--- src/osc_pll_params.svh ---
`ifndef OSC_PLL_PARAMS_SVH
`define OSC_PLL_PARAMS_SVH

// Byte addresses of the two registers on the Avalon slave.
`define ADDR_WIDTH 12
`define RUN_CLOCK_CONFIG_OFFSET 12'h060
`define CRYSTAL_PLL_TRANSLATION_OFFSET 12'h064

// Field positions in the run-mode clock register.
`define MAIN_OSC_DISABLE_BIT 0
`define INTERNAL_OSC_DISABLE_BIT 1
`define RESERVED_LOW_MSB 3
`define RESERVED_LOW_LSB 2
`define OSC_SOURCE_MSB 5
`define OSC_SOURCE_LSB 4
`define CRYSTAL_CODE_MSB 9
`define CRYSTAL_CODE_LSB 6
`define PLL_BYPASS_BIT 11

// Field positions in the translation register.
`define PLL_OUTPUT_SCALE_MSB 15
`define PLL_OUTPUT_SCALE_LSB 14
`define PLL_MULTIPLIER_MSB 13
`define PLL_MULTIPLIER_LSB 5
`define PLL_INPUT_SCALE_MSB 4
`define PLL_INPUT_SCALE_LSB 0
`define TRANSLATION_USED_BITS 16

// Reset values.
`define MAIN_OSC_DISABLE_RESET 1'b1
`define INTERNAL_OSC_DISABLE_RESET 1'b0
`define OSC_SOURCE_RESET 2'h1
`define CRYSTAL_CODE_RESET 4'hb
`define PLL_BYPASS_RESET 1'b1

// Lowest crystal code that the PLL accepts.
`define CRYSTAL_MIN_PLL_CODE 4'h4

// Cycles from a request to the cycle in which waitrequest is low.
`define BUS_ANSWER_CYCLES 1

`endif

--- src/osc_pll_pkg.sv ---
package osc_pll_pkg;

  // Oscillator source codes.
  typedef enum logic [1:0] {
    src_main = 2'b00,
    src_internal = 2'b01,
    src_internal_div4 = 2'b10,
    src_reserved = 2'b11
  } osc_source_e;

  // Phase of the Avalon slave.
  typedef enum logic {
    bus_idle = 1'b0,
    bus_answer = 1'b1
  } bus_phase_e;

  // One set of PLL programming values.
  typedef struct packed {
    logic [1:0] output_scale;
    logic [8:0] multiplier;
    logic [4:0] input_scale;
  } pll_setting_s;

endpackage

--- src/xlate_if.sv ---
// Carries the crystal code to the translator and the PLL values back.
interface xlate_if;
  logic [3:0] next_crystal_code;
  logic load_reset;
  osc_pll_pkg::pll_setting_s setting;
  logic supported;

  modport requester (
    output next_crystal_code,
    output load_reset,
    input setting,
    input supported
  );

  modport translator (
    input next_crystal_code,
    input load_reset,
    output setting,
    output supported
  );
endinterface
--- src/crystal_translator.sv ---
`include "osc_pll_params.svh"

module crystal_translator (
  input wire logic clk_in,
  xlate_if.translator xl
);
  import osc_pll_pkg::*;

  pll_setting_s setting;
  logic supported;
  pll_setting_s next_setting;
  logic next_supported;

  // Every supported crystal lands near a 400 MHz PLL output with the output
  // scale at zero; the ratios are integer approximations, within 0.2 percent.
  function automatic pll_setting_s lookup(input logic [3:0] code);
    pll_setting_s s;
    s = '0;
    unique case (code)
      4'h4: s = '{2'h0, 9'h1bf, 5'h03};
      4'h5: s = '{2'h0, 9'h0d9, 5'h01};
      4'h6: s = '{2'h0, 9'h064, 5'h00};
      4'h7: s = '{2'h0, 9'h187, 5'h03};
      4'h8: s = '{2'h0, 9'h0f4, 5'h02};
      4'h9: s = '{2'h0, 9'h050, 5'h00};
      4'ha: s = '{2'h0, 9'h187, 5'h04};
      4'hb: s = '{2'h0, 9'h0c8, 5'h02};
      4'hc: s = '{2'h0, 9'h187, 5'h05};
      4'hd: s = '{2'h0, 9'h0d9, 5'h03};
      4'he: s = '{2'h0, 9'h032, 5'h00};
      4'hf: s = '{2'h0, 9'h187, 5'h07};
      default: s = '0;
    endcase
    return s;
  endfunction

  // During reset the reset crystal code is translated; afterwards the code
  // being written is used, so the value is fresh at the same edge.
  assign next_setting = xl.load_reset ?
      lookup(`CRYSTAL_CODE_RESET) : lookup(xl.next_crystal_code);
  assign next_supported = xl.load_reset ?
      1'b1 : (xl.next_crystal_code >= `CRYSTAL_MIN_PLL_CODE);

  // Result register.
  always_ff @(posedge clk_in) begin
    setting <= next_setting;
    supported <= next_supported;
  end

  assign xl.setting = setting;
  assign xl.supported = supported;
endmodule // crystal_translator

--- src/osc_pll_control.sv ---
// Local design decision: the Avalon-MM interface to the registers.
`include "osc_pll_params.svh"

// Functional notes
// - Two-bit source select at 5:4, reset 01.
// - Bit 1 stops internal oscillator, reset 0.
// - Bit 0 stops main oscillator, reset 1.
// - Reserved bits read zero, software preserves them.
// - Four-bit crystal code names attached crystal.
// - Codes below 0100 unsupported; reset 1011.
// - Translation loaded at reset, follows crystal code.
// - PLL equals oscillator times multiplier over scale+1.
// - Translation register read-only at 0x064.
// - Bits 15:14 drive PLL output divider.
// - Bits 13:5 drive PLL multiplier.
// - Bits 4:0 drive PLL reference divider.
// - Bypass bit 11 selects oscillator over PLL.
module osc_pll_control (
  input wire logic clk_in,
  input wire logic reset_in,
  input wire logic [11:0] address_in,
  input wire logic read_in,
  input wire logic write_in,
  input wire logic [31:0] writedata_in,
  input wire logic [3:0] byteenable_in,
  output logic [31:0] readdata_out,
  output logic waitrequest_out,
  output logic main_osc_enable_out,
  output logic internal_osc_enable_out,
  output osc_pll_pkg::osc_source_e oscillator_source_select_out,
  output logic system_clock_from_pll_out,
  output logic [1:0] pll_output_scale_out,
  output logic [8:0] pll_multiplier_out,
  output logic [4:0] pll_input_scale_out,
  output logic crystal_unsupported_out,
  output logic pll_source_invalid_out
);
  import osc_pll_pkg::*;

  ////////////////////////////////////////////////////////////////////////////
  // Bus slave.

  bus_phase_e phase;
  bus_phase_e next_phase;
  logic [31:0] readdata;
  logic request;
  logic accept;
  logic hit_run_clock;
  logic hit_translation;
  logic write_run_clock;
  logic [31:0] read_mux;

  // A request is held in wait for exactly one cycle, then answered.
  assign request = read_in | write_in;
  assign waitrequest_out = request && (phase == bus_idle);
  assign accept = request && (phase == bus_answer);
  assign hit_run_clock = (address_in == `RUN_CLOCK_CONFIG_OFFSET);
  assign hit_translation = (address_in == `CRYSTAL_PLL_TRANSLATION_OFFSET);
  assign write_run_clock = write_in && accept && hit_run_clock;
  assign next_phase = waitrequest_out ? bus_answer : bus_idle;

  // Phase register; a dropped request simply returns the slave to idle.
  always_ff @(posedge clk_in) begin
    if (reset_in) begin
      phase <= bus_idle;
    end else begin
      phase <= next_phase;
    end
  end

  ////////////////////////////////////////////////////////////////////////////
  // Run-mode clock register.

  logic main_osc_disable;
  logic internal_osc_disable;
  osc_source_e osc_source;
  logic [3:0] crystal_code;
  logic pll_bypass;
  logic [31:0] run_clock_image;
  logic [31:0] write_mask;
  logic [31:0] merged;
  logic [3:0] next_crystal_code;

  // Byte enables widen to a bit mask, one byte lane per iteration.
  for (genvar b = 0; b < 4; b++) begin : g_lane
    assign write_mask[8*b +: 8] = {8{byteenable_in[b]}};
  end

  // Current register image; unimplemented bits read as zero.
  always_comb begin
    run_clock_image = '0;
    run_clock_image[`MAIN_OSC_DISABLE_BIT] = main_osc_disable;
    run_clock_image[`INTERNAL_OSC_DISABLE_BIT] = internal_osc_disable;
    run_clock_image[`OSC_SOURCE_MSB:`OSC_SOURCE_LSB] = osc_source;
    run_clock_image[`CRYSTAL_CODE_MSB:`CRYSTAL_CODE_LSB] = crystal_code;
    run_clock_image[`PLL_BYPASS_BIT] = pll_bypass;
  end

  // Byte-masked merge keeps unwritten lanes, so a narrow write is safe.
  assign merged = (run_clock_image & ~write_mask) | (writedata_in & write_mask);
  assign next_crystal_code = write_run_clock ?
      merged[`CRYSTAL_CODE_MSB:`CRYSTAL_CODE_LSB] : crystal_code;

  // Field storage; a write lands at the edge where waitrequest is low.
  always_ff @(posedge clk_in) begin
    if (reset_in) begin
      main_osc_disable <= `MAIN_OSC_DISABLE_RESET;
      internal_osc_disable <= `INTERNAL_OSC_DISABLE_RESET;
      osc_source <= osc_source_e'(`OSC_SOURCE_RESET);
      crystal_code <= `CRYSTAL_CODE_RESET;
      pll_bypass <= `PLL_BYPASS_RESET;
    end else if (write_run_clock) begin
      main_osc_disable <= merged[`MAIN_OSC_DISABLE_BIT];
      internal_osc_disable <= merged[`INTERNAL_OSC_DISABLE_BIT];
      osc_source <= osc_source_e'(merged[`OSC_SOURCE_MSB:`OSC_SOURCE_LSB]);
      crystal_code <= next_crystal_code;
      pll_bypass <= merged[`PLL_BYPASS_BIT];
    end
  end

  ////////////////////////////////////////////////////////////////////////////
  // Translation.

  xlate_if xl ();

  // The translator sees the value about to be stored, which keeps a read
  // right after a crystal write from returning stale PLL values.
  assign xl.next_crystal_code = next_crystal_code;
  assign xl.load_reset = reset_in;

  crystal_translator u_translator (
    .clk_in(clk_in),
    .xl(xl)
  );

  logic [31:0] translation_image;

  // The register only reflects the translator; writes never reach it.
  always_comb begin
    translation_image = '0;
    translation_image[`PLL_OUTPUT_SCALE_MSB:`PLL_OUTPUT_SCALE_LSB] =
        xl.setting.output_scale;
    translation_image[`PLL_MULTIPLIER_MSB:`PLL_MULTIPLIER_LSB] = xl.setting.multiplier;
    translation_image[`PLL_INPUT_SCALE_MSB:`PLL_INPUT_SCALE_LSB] = xl.setting.input_scale;
  end

  // Read selection; unmapped addresses read as zero and ignore writes.
  assign read_mux = hit_run_clock ? run_clock_image :
      (hit_translation ? translation_image : 32'h0);

  // Read data is captured in the wait cycle and stands in the answer cycle.
  always_ff @(posedge clk_in) begin
    if (reset_in) begin
      readdata <= '0;
    end else if (waitrequest_out && read_in) begin
      readdata <= read_mux;
    end
  end

  ////////////////////////////////////////////////////////////////////////////
  // Outputs.

  // Clock controls come straight from the fields, so they follow the write
  // edge with no extra delay.
  assign readdata_out = readdata;
  assign main_osc_enable_out = !main_osc_disable;
  assign internal_osc_enable_out = !internal_osc_disable;
  assign oscillator_source_select_out = osc_source;
  assign system_clock_from_pll_out = !pll_bypass;
  assign pll_output_scale_out = xl.setting.output_scale;
  assign pll_multiplier_out = xl.setting.multiplier;
  assign pll_input_scale_out = xl.setting.input_scale;

  // Warnings only: the hardware does not override a bad software choice.
  assign crystal_unsupported_out = !pll_bypass && !xl.supported;
  assign pll_source_invalid_out = !pll_bypass && (osc_source == src_internal);

  logic write_translation;
  assign write_translation = write_in && accept && hit_translation;
endmodule // osc_pll_control

--- config.mk ---
export PLATFORM = sky130hd
export DESIGN_NAME = osc_pll_control
export DESIGN_NICKNAME = d
export VERILOG_FILES = /design/src/osc_pll_pkg.sv /design/src/xlate_if.sv /design/src/crystal_translator.sv /design/src/osc_pll_control.sv
export VERILOG_INCLUDE_DIRS = /design/src /design/src/src
export SDC_FILE = /design/constraint.sdc
export NUM_CORES = 1
export LEC_CHECK = 0
export ABC_AREA = 1
export BUFFER_PORTS_ARGS = -buffer_cell sky130_fd_sc_hd__clkbuf_2
export CAP_MARGIN = 20
export CORE_MARGIN = 10
export CORE_UTILIZATION = 39
export CTS_CLUSTER_SIZE = 16
export DETAILED_ROUTE_END_ITERATION = 7
export PLACE_DENSITY = 0.71
export SETUP_SLACK_MARGIN = 0.4
export SLEW_MARGIN = 5
export SYNTH_ARGS = -nofsm -noshare
export SYNTH_HDL_FRONTEND = slang
export SYNTH_SLANG_ARGS = --single-unit
--- constraint.sdc ---
create_clock -name clk_in -period 1.9 [get_ports clk_in]
set_input_delay 0.285 -clock clk_in [delete_from_list [all_inputs] [get_ports clk_in]]
set_output_delay 0.285 -clock clk_in [all_outputs]
set_load 0.01 [all_outputs]
==> impl_metrics.json, run 1 <==
{
  "status": "finished, final reports clean",
  "required_ps": 2080,
  "synthCells": 297,
  "clock-sinks": 36,
  "ff2ff_path_depth": 11,
  "numCtsBuffers": 5,
  "gp_congestion": 0.856,
  "fillCellCount": 518,
  "io_buffer_count": 59,
  "nets": 436,
  "core_area_um2": 5140,
  "post-route-cell-area_um2": 2730,
  "worst_setup_path_end_kind": "flip-flop",
  "wl_mm": 5.58,
  "hold_buffers": 0,
  "setup_violations": 0,
  "ys_seq_area_frac": 0.348,
  "grt_usage": 0.132,
  "synth_most_common_cell": "nand2_1",
  "grt_pass1_wl_mm": 9.30,
  "synth_enable_flop_cells": 0,
  "antennaDiodeCount": 0,
  "instances_no_fill": 448,
  "fmax_mhz": 663,
  "start_util": 0.403,
  "synth_top_area_frac": 0.348,
  "avgSynthCellArea_um2": 6.97,
  "grt_antenna_before_repair": 0,
  "ys_top_cells_by_area": "dfxtp_1, nand2_1, inv_1",
  "syn2layout_area_growth_pct": 31.7,
  "yosysUniqueCellTypes": 28,
  "critPathLaunch": "phase$_SDFF_PP0_",
  "grt_max_degree": 22,
  "die_y_um": 92.9,
  "hold_path.class": "input pin to flip-flop",
  "fin_crit_ps": 1510,
  "antenna_left": 0,
  "dp_worst_setup_slack_ps": 52.6,
  "rr_startpoint": "phase$_SDFF_PP0_",
  "synth-async-reset-ratio": 0,
  "ys.flop_type": "dfxtp_1",
  "synthTopCellsByCount": "nand2_1, inv_1, nor2_1",
  "finalWorstSetupSlack_ps": 391,
  "tns_ps": 0,
  "r2r-end": "u_translator.xl.setting[11]$_SDFF_PP1_",
  "fp.dieArea_um2": 8620,
  "num_rows": 26,
  "first_iter_violations": 67,
  "ys_ff_latch": 36,
  "die_w_um": 92.9,
  "cts-root-buf": "clkbuf_8",
  "wl_per_cell_um": 12.4,
  "fin_skew_ps": 7.11,
  "crit_end": "u_translator.xl.setting[11]$_SDFF_PP1_",
  "hold_viol": 0,
  "cp_max_fo": 4,
  "clkLatencyLatePin_ps": 290,
  "drv_cap": 0,
  "drive_gt1_frac": 0.362,
  "peakVddDrop_uv": 203,
  "syn_area_um2": 2070,
  "slew_viol_final": 0,
  "critPathArrivalTime_ps": 1690,
  "p_per_area_nw_per_um2": 538,
  "start_kind": "flip-flop",
  "cts.path.max_buffers": 2,
  "dr.pass1.iters": 4,
  "period_share": 0.794,
  "holdWs_ps": 212,
  "cts_tree": "done",
  "grt_pass1_vias": 2042,
  "placed_area_um2": 2420,
  "yosys_warnings": 0,
  "rsz0062_at_grt": "true",
  "hpwl_mm": 4.33,
  "vias_per_cell": 4.49,
  "clkSlewWorstSetupHoldPaths_ps": 70,
  "criticalPathCategory": "flip-flop to flip-flop",
  "vias": 2013,
  "dp.cells": 422,
  "yosysTopAreaCell": "dfxtp_1",
  "ioPinCount": 108,
  "drc": 0,
  "leakagePower_nw": 1.50,
  "overflow": 0,
  "htreeDepth": 2,
  "r2r_slack_ps": 390
}
-- worst max-delay path, cell delays in order, from the launching register on --
cell and delay (ps):
dfxtp_2 350, nand2_4 60, inv_4 70, nand4_1 180, nand2_4 150, inv_2 60, ha_4 260, inv_4 30
nand2_2 40, nor2_1 40, nor2_1 90, nand2_1 60
-- power breakdown --
group	switching (mW)	internal [mW]
clock	0.255	0.249
sequential	0.00805	0.769
combinational	0.120	0.0661
-- cell families (layout without fill, tap and decap cells) --
logic type | after synthesis | after routing | synth area share
compound gates | 32 | 32 | 0.0786
fa+ha+maj | 6 | 6 | 0.0363
buf+inv | 79 | 138 | 0.196
flops | 36 | 36 | 0.348
other cells | 1 | 23 | 0.00181
simple gates | 143 | 143 | 0.340
-- placed cells by master (no fill, tap or decap), types with 2 or more instances in the layout --
master and instances:
nor2_2 2, ha_4 4, dfxtp_1 33, a21oi_1 7, o21ai_0 17, nand3b_1 5, nand3_1 17, nand4_1 5
nand2_1 47, buf_4 21, nor2_1 37, nor2_4 4, nand2_2 8, ha_1 2, conb_1 23, o21ai_1 6
nand2_4 10, inv_1 38, inv_2 6, inv_4 4, clkbuf_2 59, dfxtp_2 3, clkbuf_8 5, nor3_1 2
-- metrics by stage --
stage           util  power, mW
2_1_floorplan      -      0.930
3_3_place_gp   0.470      0.956
3_5_place_dp   0.470      0.960
4_1_cts        0.509       1.47
5_1_grt        0.530       1.54
6_report       0.530       1.47
-- cell type report --
cell class                 instances  area, µm²  share of cell area
inverter                          50        208              0.0762
multi-input combinational        204       1160               0.424
timing repair buffer              81        473               0.173
clock inverter                     1       5.00             0.00184
tap                               70       87.6              0.0321
clock buffer                       6       72.6              0.0266
sequential                        36        724               0.266
-- layer usage --
layer	vias to the layer above	global-route usage	wire, µm
li1	1035	-	-
met1	918	0.134	2100
met2	53	0.237	2940
met3	7	0.0387	431
met4	0	0.0694	106
met5	-	0	0
-- worst min path at each step --
stage,startpoint,endpoint,cells past startpoint,slack [ps]
final,writedata_in[0],flip-flop,3,210
after global routing,writedata_in[0],flip-flop,3,240
after CTS,writedata_in[0],flip-flop,3,210
after detailed placement,readdata_out[10]$_SDFFE_PP0P_,readdata_out[10]$_SDFFE_PP0P_,2,450
after global placement,readdata_out[10]$_SDFFE_PP0P_,readdata_out[10]$_SDFFE_PP0P_,2,450
after floorplan,reset_in,crystal_code[2]$_SDFFE_PP0N_,1,360
-- timing repair --
item	CTS	global route
pin swaps	15	13
setup buffers	11	8
resized for setup	12	19
endpoints found under the setup margin	14	24
(Power assumes the default switching activity.)
==> run 2: changes to the inputs <==
==> constraint.sdc (replaced) <==
create_clock -name clk_in -period 1.4 [get_ports clk_in]
set_input_delay 0.21 -clock clk_in [delete_from_list [all_inputs] [get_ports clk_in]]
set_output_delay 0.21 -clock clk_in [all_outputs]
set_load 0.01 [all_outputs]
==> run 2 against run 1 <==
Effect of this change: critical path depth is the same; highest routed layer unchanged; the run now ends with setup timing left; worst hold slack worse by 82 ps; flip-flop and latch count did not move; largest cell class unchanged.
==> impl_metrics.json, run 2 (synthesis results as in run 1) <==
{
  "wl_per_cell_um": 13.7,
  "placed_area_um2": 2650,
  "cts-root-buf": "clkbuf_8",
  "cts_tree": "done",
  "vias_per_cell": 4.55,
  "hold_viol": 0,
  "cp_max_fo": 6,
  "wl_met1_mm": 2.46,
  "p_per_area_nw_per_um2": 701,
  "start_kind": "flip-flop",
  "drive_gt1_frac": 0.523,
  "required_ps": 1580,
  "fmax_mhz": 650,
  "nets": 470,
  "tns_ps": -1440,
  "worst-path-buf-inv": 2,
  "topRoutingLayerUsed": "met4",
  "drv_cap": 0,
  "fin_skew_ps": 14.3,
  "antenna_left": 0,
  "grt_usage": 0.140,
  "clkLatencyLatePin_ps": 300,
  "first_iter_violations": 86,
  "hpwl_mm": 4.61,
  "grt_antenna_before_repair": 0,
  "fp.dieArea_um2": 8620,
  "start_util": 0.403,
  "io_buffer_count": 59,
  "final_common_cell": "clkbuf_2",
  "finalWorstSetupSlack_ps": -139,
  "dr_wl_met2_mm": 3.76,
  "overflow": 0,
  "status": "finished, violations left",
  "num_rows": 26,
  "grt_pass1_wl_mm": 9.93,
  "numCtsBuffers": 5,
  "antennaDiodeCount": 0,
  "cp_common_cell": "nand2_2",
  "met3_length_um": 339,
  "grt_max_degree": 22,
  "violations": "setup timing",
  "wl_mm": 6.64,
  "vias": 2199,
  "hold_path.class": "input pin to flip-flop",
  "htreeDepth": 2,
  "drc": 0,
  "slowest_stage": "dfxtp_2",
  "period_share": 1.10,
  "fin_crit_ps": 1540,
  "slowest_delay_ps": 350,
  "slew_viol_final": 0,
  "rsz0062_at_grt": "true",
  "worst_setup_path_end_kind": "flip-flop",
  "leakagePower_nw": 1.73,
  "cts.path.max_buffers": 2,
  "post-route-cell-area_um2": 3280,
  "die_y_um": 92.9,
  "critPathArrivalTime_ps": 1720,
  "mostFrequentLayoutCells": "clkbuf_2, nand2_1, buf_4",
  "setup_violations": 19,
  "gp_congestion": 0.906,
  "grt_pass1_vias": 2071,
  "peakVddDrop_uv": 445,
  "criticalPathCategory": "flip-flop to flip-flop",
  "syn2layout_area_growth_pct": 58.4,
  "ioPinCount": 108,
  "die_w_um": 92.9,
  "clock-sinks": 36,
  "dr.pass1.iters": 4,
  "cp_cell_sequence": "nand2_2, inv_4, nand3_4, nand2_2, nand2_4, inv_6, ha_4, nand2_4, nand2_2, nand2_2, nand2_1",
  "clkSlewWorstSetupHoldPaths_ps": 70,
  "critPathTopFamily": "simple AND/OR/NAND/NOR gates",
  "core_area_um2": 5140
}
==> run 2: cell types whose count changed in the layout (fill, tap and decap cells not counted), sizes merged <==
cell	delta
clkinvlp	+1
buf	+45
clkbuf	-14
bufinv	+1
clkinv	+2
==> run 2: power breakdown <==
part	internal (mW)	leakage, nW	switching (mW)	total, mW
clock network	0.527	0.0541	0.394	0.921
registers	1.04	0.296	0.0106	1.05
logic	0.128	1.38	0.195	0.323
total	1.70	1.73	0.600	2.30
==> run 2: tightest hold or removal path: stages <==
cell	delay, ps
clkbuf_2	80
nand2_1	40
nand3_1	60
==> run 2: repair_timing <==
item | 4_1_cts | 5_1_grt
resized for setup | 70 | 56
hold buffers | 0 | 0
gates cloned | 2 | 0
pin swaps | 41 | 16
setup endpoints to repair | 43 | 59
buffers inserted | 14 | 7
==> run 2: final cells by class <==
type	count	area [µm²]
sequential	36	748
inverter	50	233
timing repair inverter	2	32.5
timing repair buffer	113	790
tap	70	87.6
clock buffer	5	68.8
clock inverter	3	42.5
fill	431	1860
multi-input combinational	204	1280
==> run 2: stage by stage <==
step / cells / hold slack, ps / utilization / setup WS, ps / power, mW
finish: 483 / 130 / 0.638 / -139 / 2.30
CTS: 476 / 129 / 0.601 / -112 / 2.27
global placement: 452 / 429 / 0.516 / -240 / 1.33
detailed placement: 452 / 427 / 0.516 / -274 / 1.33
global route: 483 / 135 / 0.638 / -247 / 2.38
floorplan: 319 / 283 / - / -76.9 / 1.28
==> run 2: worst paths after layout <==
path | startpoint | slack, ps | cells past startpoint | end
setup / recovery | phase$_SDFF_PP0_ | -140 | 11 | u_translator.xl.setting[13]$_SDFF_PP0_
hold / removal | writedata_in[4] | 130 | 3 | flip-flop
setup reg to reg | phase$_SDFF_PP0_ | -140 | 11 | u_translator.xl.setting[13]$_SDFF_PP0_
hold reg to reg | readdata_out[13]$_SDFFE_PP0P_ | 470 | 2 | readdata_out[13]$_SDFFE_PP0P_
==> run 2: routing by layer <==
metal / up-vias / GRT usage
li1: 1111 / -
met1: 1023 / 0.141
met2: 56 / 0.271
met3: 9 / 0.0379
met4: 0 / 0.0450
met5: - / 0
==> run 3: changes to the inputs <==
--- a/config.mk
+++ b/config.mk
@@ -15,6 +15,7 @@
 export DETAILED_ROUTE_END_ITERATION = 7
 export PLACE_DENSITY = 0.71
 export SETUP_SLACK_MARGIN = 0.4
+export SKIP_CTS_REPAIR_TIMING = 1
 export SLEW_MARGIN = 5
 export SYNTH_ARGS = -nofsm -noshare
 export SYNTH_HDL_FRONTEND = slang
==> run 3 against run 2 <==
Effect of this change: the flow still finishes with violations (setup timing); final area is 4.8% lower; flip-flop and latch count stayed put; wire length is 5.1% lower; first-iteration DRC count is 28% lower; sequential power hardly changed; maximum frequency is 0.20% lower; via count is 3.5% lower; count of clock-buffer cells in the layout stayed put; worst hold slack better by 1.7 ps; critical endpoint is now u_translator.xl.setting[11]$_SDFF_PP1_; largest power group unchanged; highest routed layer unchanged.
==> impl_metrics.json, run 3 (synthesis results as in run 1) <==
{
  "clkSlewWorstSetupHoldPaths_ps": 70,
  "grt_antenna_before_repair": 0,
  "dr.pass1.iters": 4,
  "wl_mm": 6.30,
  "critPathLaunch": "phase$_SDFF_PP0_",
  "antenna_left": 0,
  "slew_viol_final": 0,
  "grt_usage": 0.129,
  "critPathArrivalTime_ps": 1780,
  "seqCellArea_um2": 752,
  "holdWs_ps": 132,
  "fp.dieArea_um2": 8620,
  "vias": 2123,
  "grt_pass1_wl_mm": 9.11,
  "wl_per_cell_um": 13.3,
  "drv_cap": 0,
  "r2r_slack_ps": -140,
  "hold_path.class": "input pin to flip-flop",
  "rsz0062_at_grt": "true",
  "ff2ff_path_depth": 11,
  "ioPinCount": 108,
  "period_share": 1.10,
  "gp_congestion": 0.906,
  "first_iter_violations": 62,
  "vias_per_cell": 4.49,
  "core_area_um2": 5140,
  "finalWorstSetupSlack_ps": -142,
  "rr_startpoint": "phase$_SDFF_PP0_",
  "drc": 0,
  "leakagePower_nw": 1.65,
  "syn2layout_area_growth_pct": 50.8,
  "drive_gt1_frac": 0.499,
  "antennaDiodeCount": 0,
  "hpwl_mm": 4.61,
  "overflow": 0,
  "grt_max_degree": 22,
  "peakVddDrop_uv": 459,
  "num_rows": 26,
  "die_y_um": 92.9,
  "die_w_um": 92.9,
  "io_buffer_count": 59,
  "status": "finished, violations left",
  "start_util": 0.403,
  "required_ps": 1630,
  "cts-root-buf": "clkbuf_8",
  "clkLatencyLatePin_ps": 300,
  "fin_crit_ps": 1540,
  "worst_setup_path_end_kind": "flip-flop",
  "fin_skew_ps": 11.7,
  "p_per_area_nw_per_um2": 725,
  "grt_pass1_vias": 1969,
  "fmax_mhz": 649,
  "post-route-util": 0.608,
  "cts_tree": "done",
  "p_total_mw": 2.26,
  "fillCellCount": 450,
  "setup_violations": 12,
  "worstHoldStart": "writedata_in[4]",
  "r2r-end": "u_translator.xl.setting[11]$_SDFF_PP1_",
  "multi_input_area_um2": 1240,
  "start_kind": "flip-flop",
  "cp_max_fo": 5,
  "nets": 460,
  "hold_viol": 0,
  "htreeDepth": 2,
  "mostFrequentLayoutCells": "nand2_1, clkbuf_2, buf_4",
  "violations": "setup timing",
  "criticalPathCategory": "flip-flop to flip-flop",
  "cts.path.max_buffers": 2,
  "clock-sinks": 36,
  "whs_path_depth": 3,
  "numCtsBuffers": 5
}
## run 3: cell type report
class,count,area share
Clock inverter,3,0.0136
Timing Repair Buffer,105,0.225
Clock buffer,5,0.0220
Inverter,50,0.0745
Tap cell,70,0.0280
Sequential cell,36,0.241
Multi-Input combinational cell,204,0.396
## run 3: critical path, cell delays in order, from the launching register on
cell	delay (ps)
dfxtp_2	350
nand2_2	80
inv_4	80
nand3_4	110
nand2_2	110
nand2_4	90
buf_4	160
ha_4	160
nand3b_1	160
nand2_1	80
nand2_1	50
nand2_1	50
## run 3: worst max path at each step
stage                                              to  cells past startpoint
5_1_grt         u_translator.xl.setting[7]$_SDFF_PP0_                     12
4_1_cts         u_translator.xl.setting[7]$_SDFF_PP0_                     12
6_report       u_translator.xl.setting[11]$_SDFF_PP1_                     11
3_3_place_gp   u_translator.xl.setting[11]$_SDFF_PP1_                     13
2_1_floorplan  u_translator.xl.setting[11]$_SDFF_PP1_                     12
3_5_place_dp    u_translator.xl.setting[7]$_SDFF_PP0_                     14
## run 3: stage by stage
| step | instance area, µm² | setup WS, ps | cells | TNS [ps] |
|---|---|---|---|---|
| 2_1_floorplan | 2250 | -76.9 | 319 | -351 |
| 3_3_place_gp | 2650 | -240 | 452 | -3080 |
| 3_5_place_dp | 2650 | -274 | 452 | -3840 |
| 4_1_cts | 2760 | -229 | 460 | -1730 |
| 5_1_grt | 3120 | -299 | 473 | -2360 |
| 6_report | 3120 | -142 | 473 | -1000 |
## run 3: power by group
part	leakage, nW	switching (mW)	internal (mW)
sequential	0.297	0.0115	1.04
clock	0.0541	0.391	0.527
combinational	1.30	0.176	0.118
## run 3: metal layers
metal	up-vias	wire length, µm	share of wire	global-route usage
met1	961	2400	0.38	0.133
li1	1088	-	-	-
met4	0	114	0.018	0.0398
met5	-	0	0	0
met2	64	3450	0.55	0.242
met3	10	344	0.055	0.0387
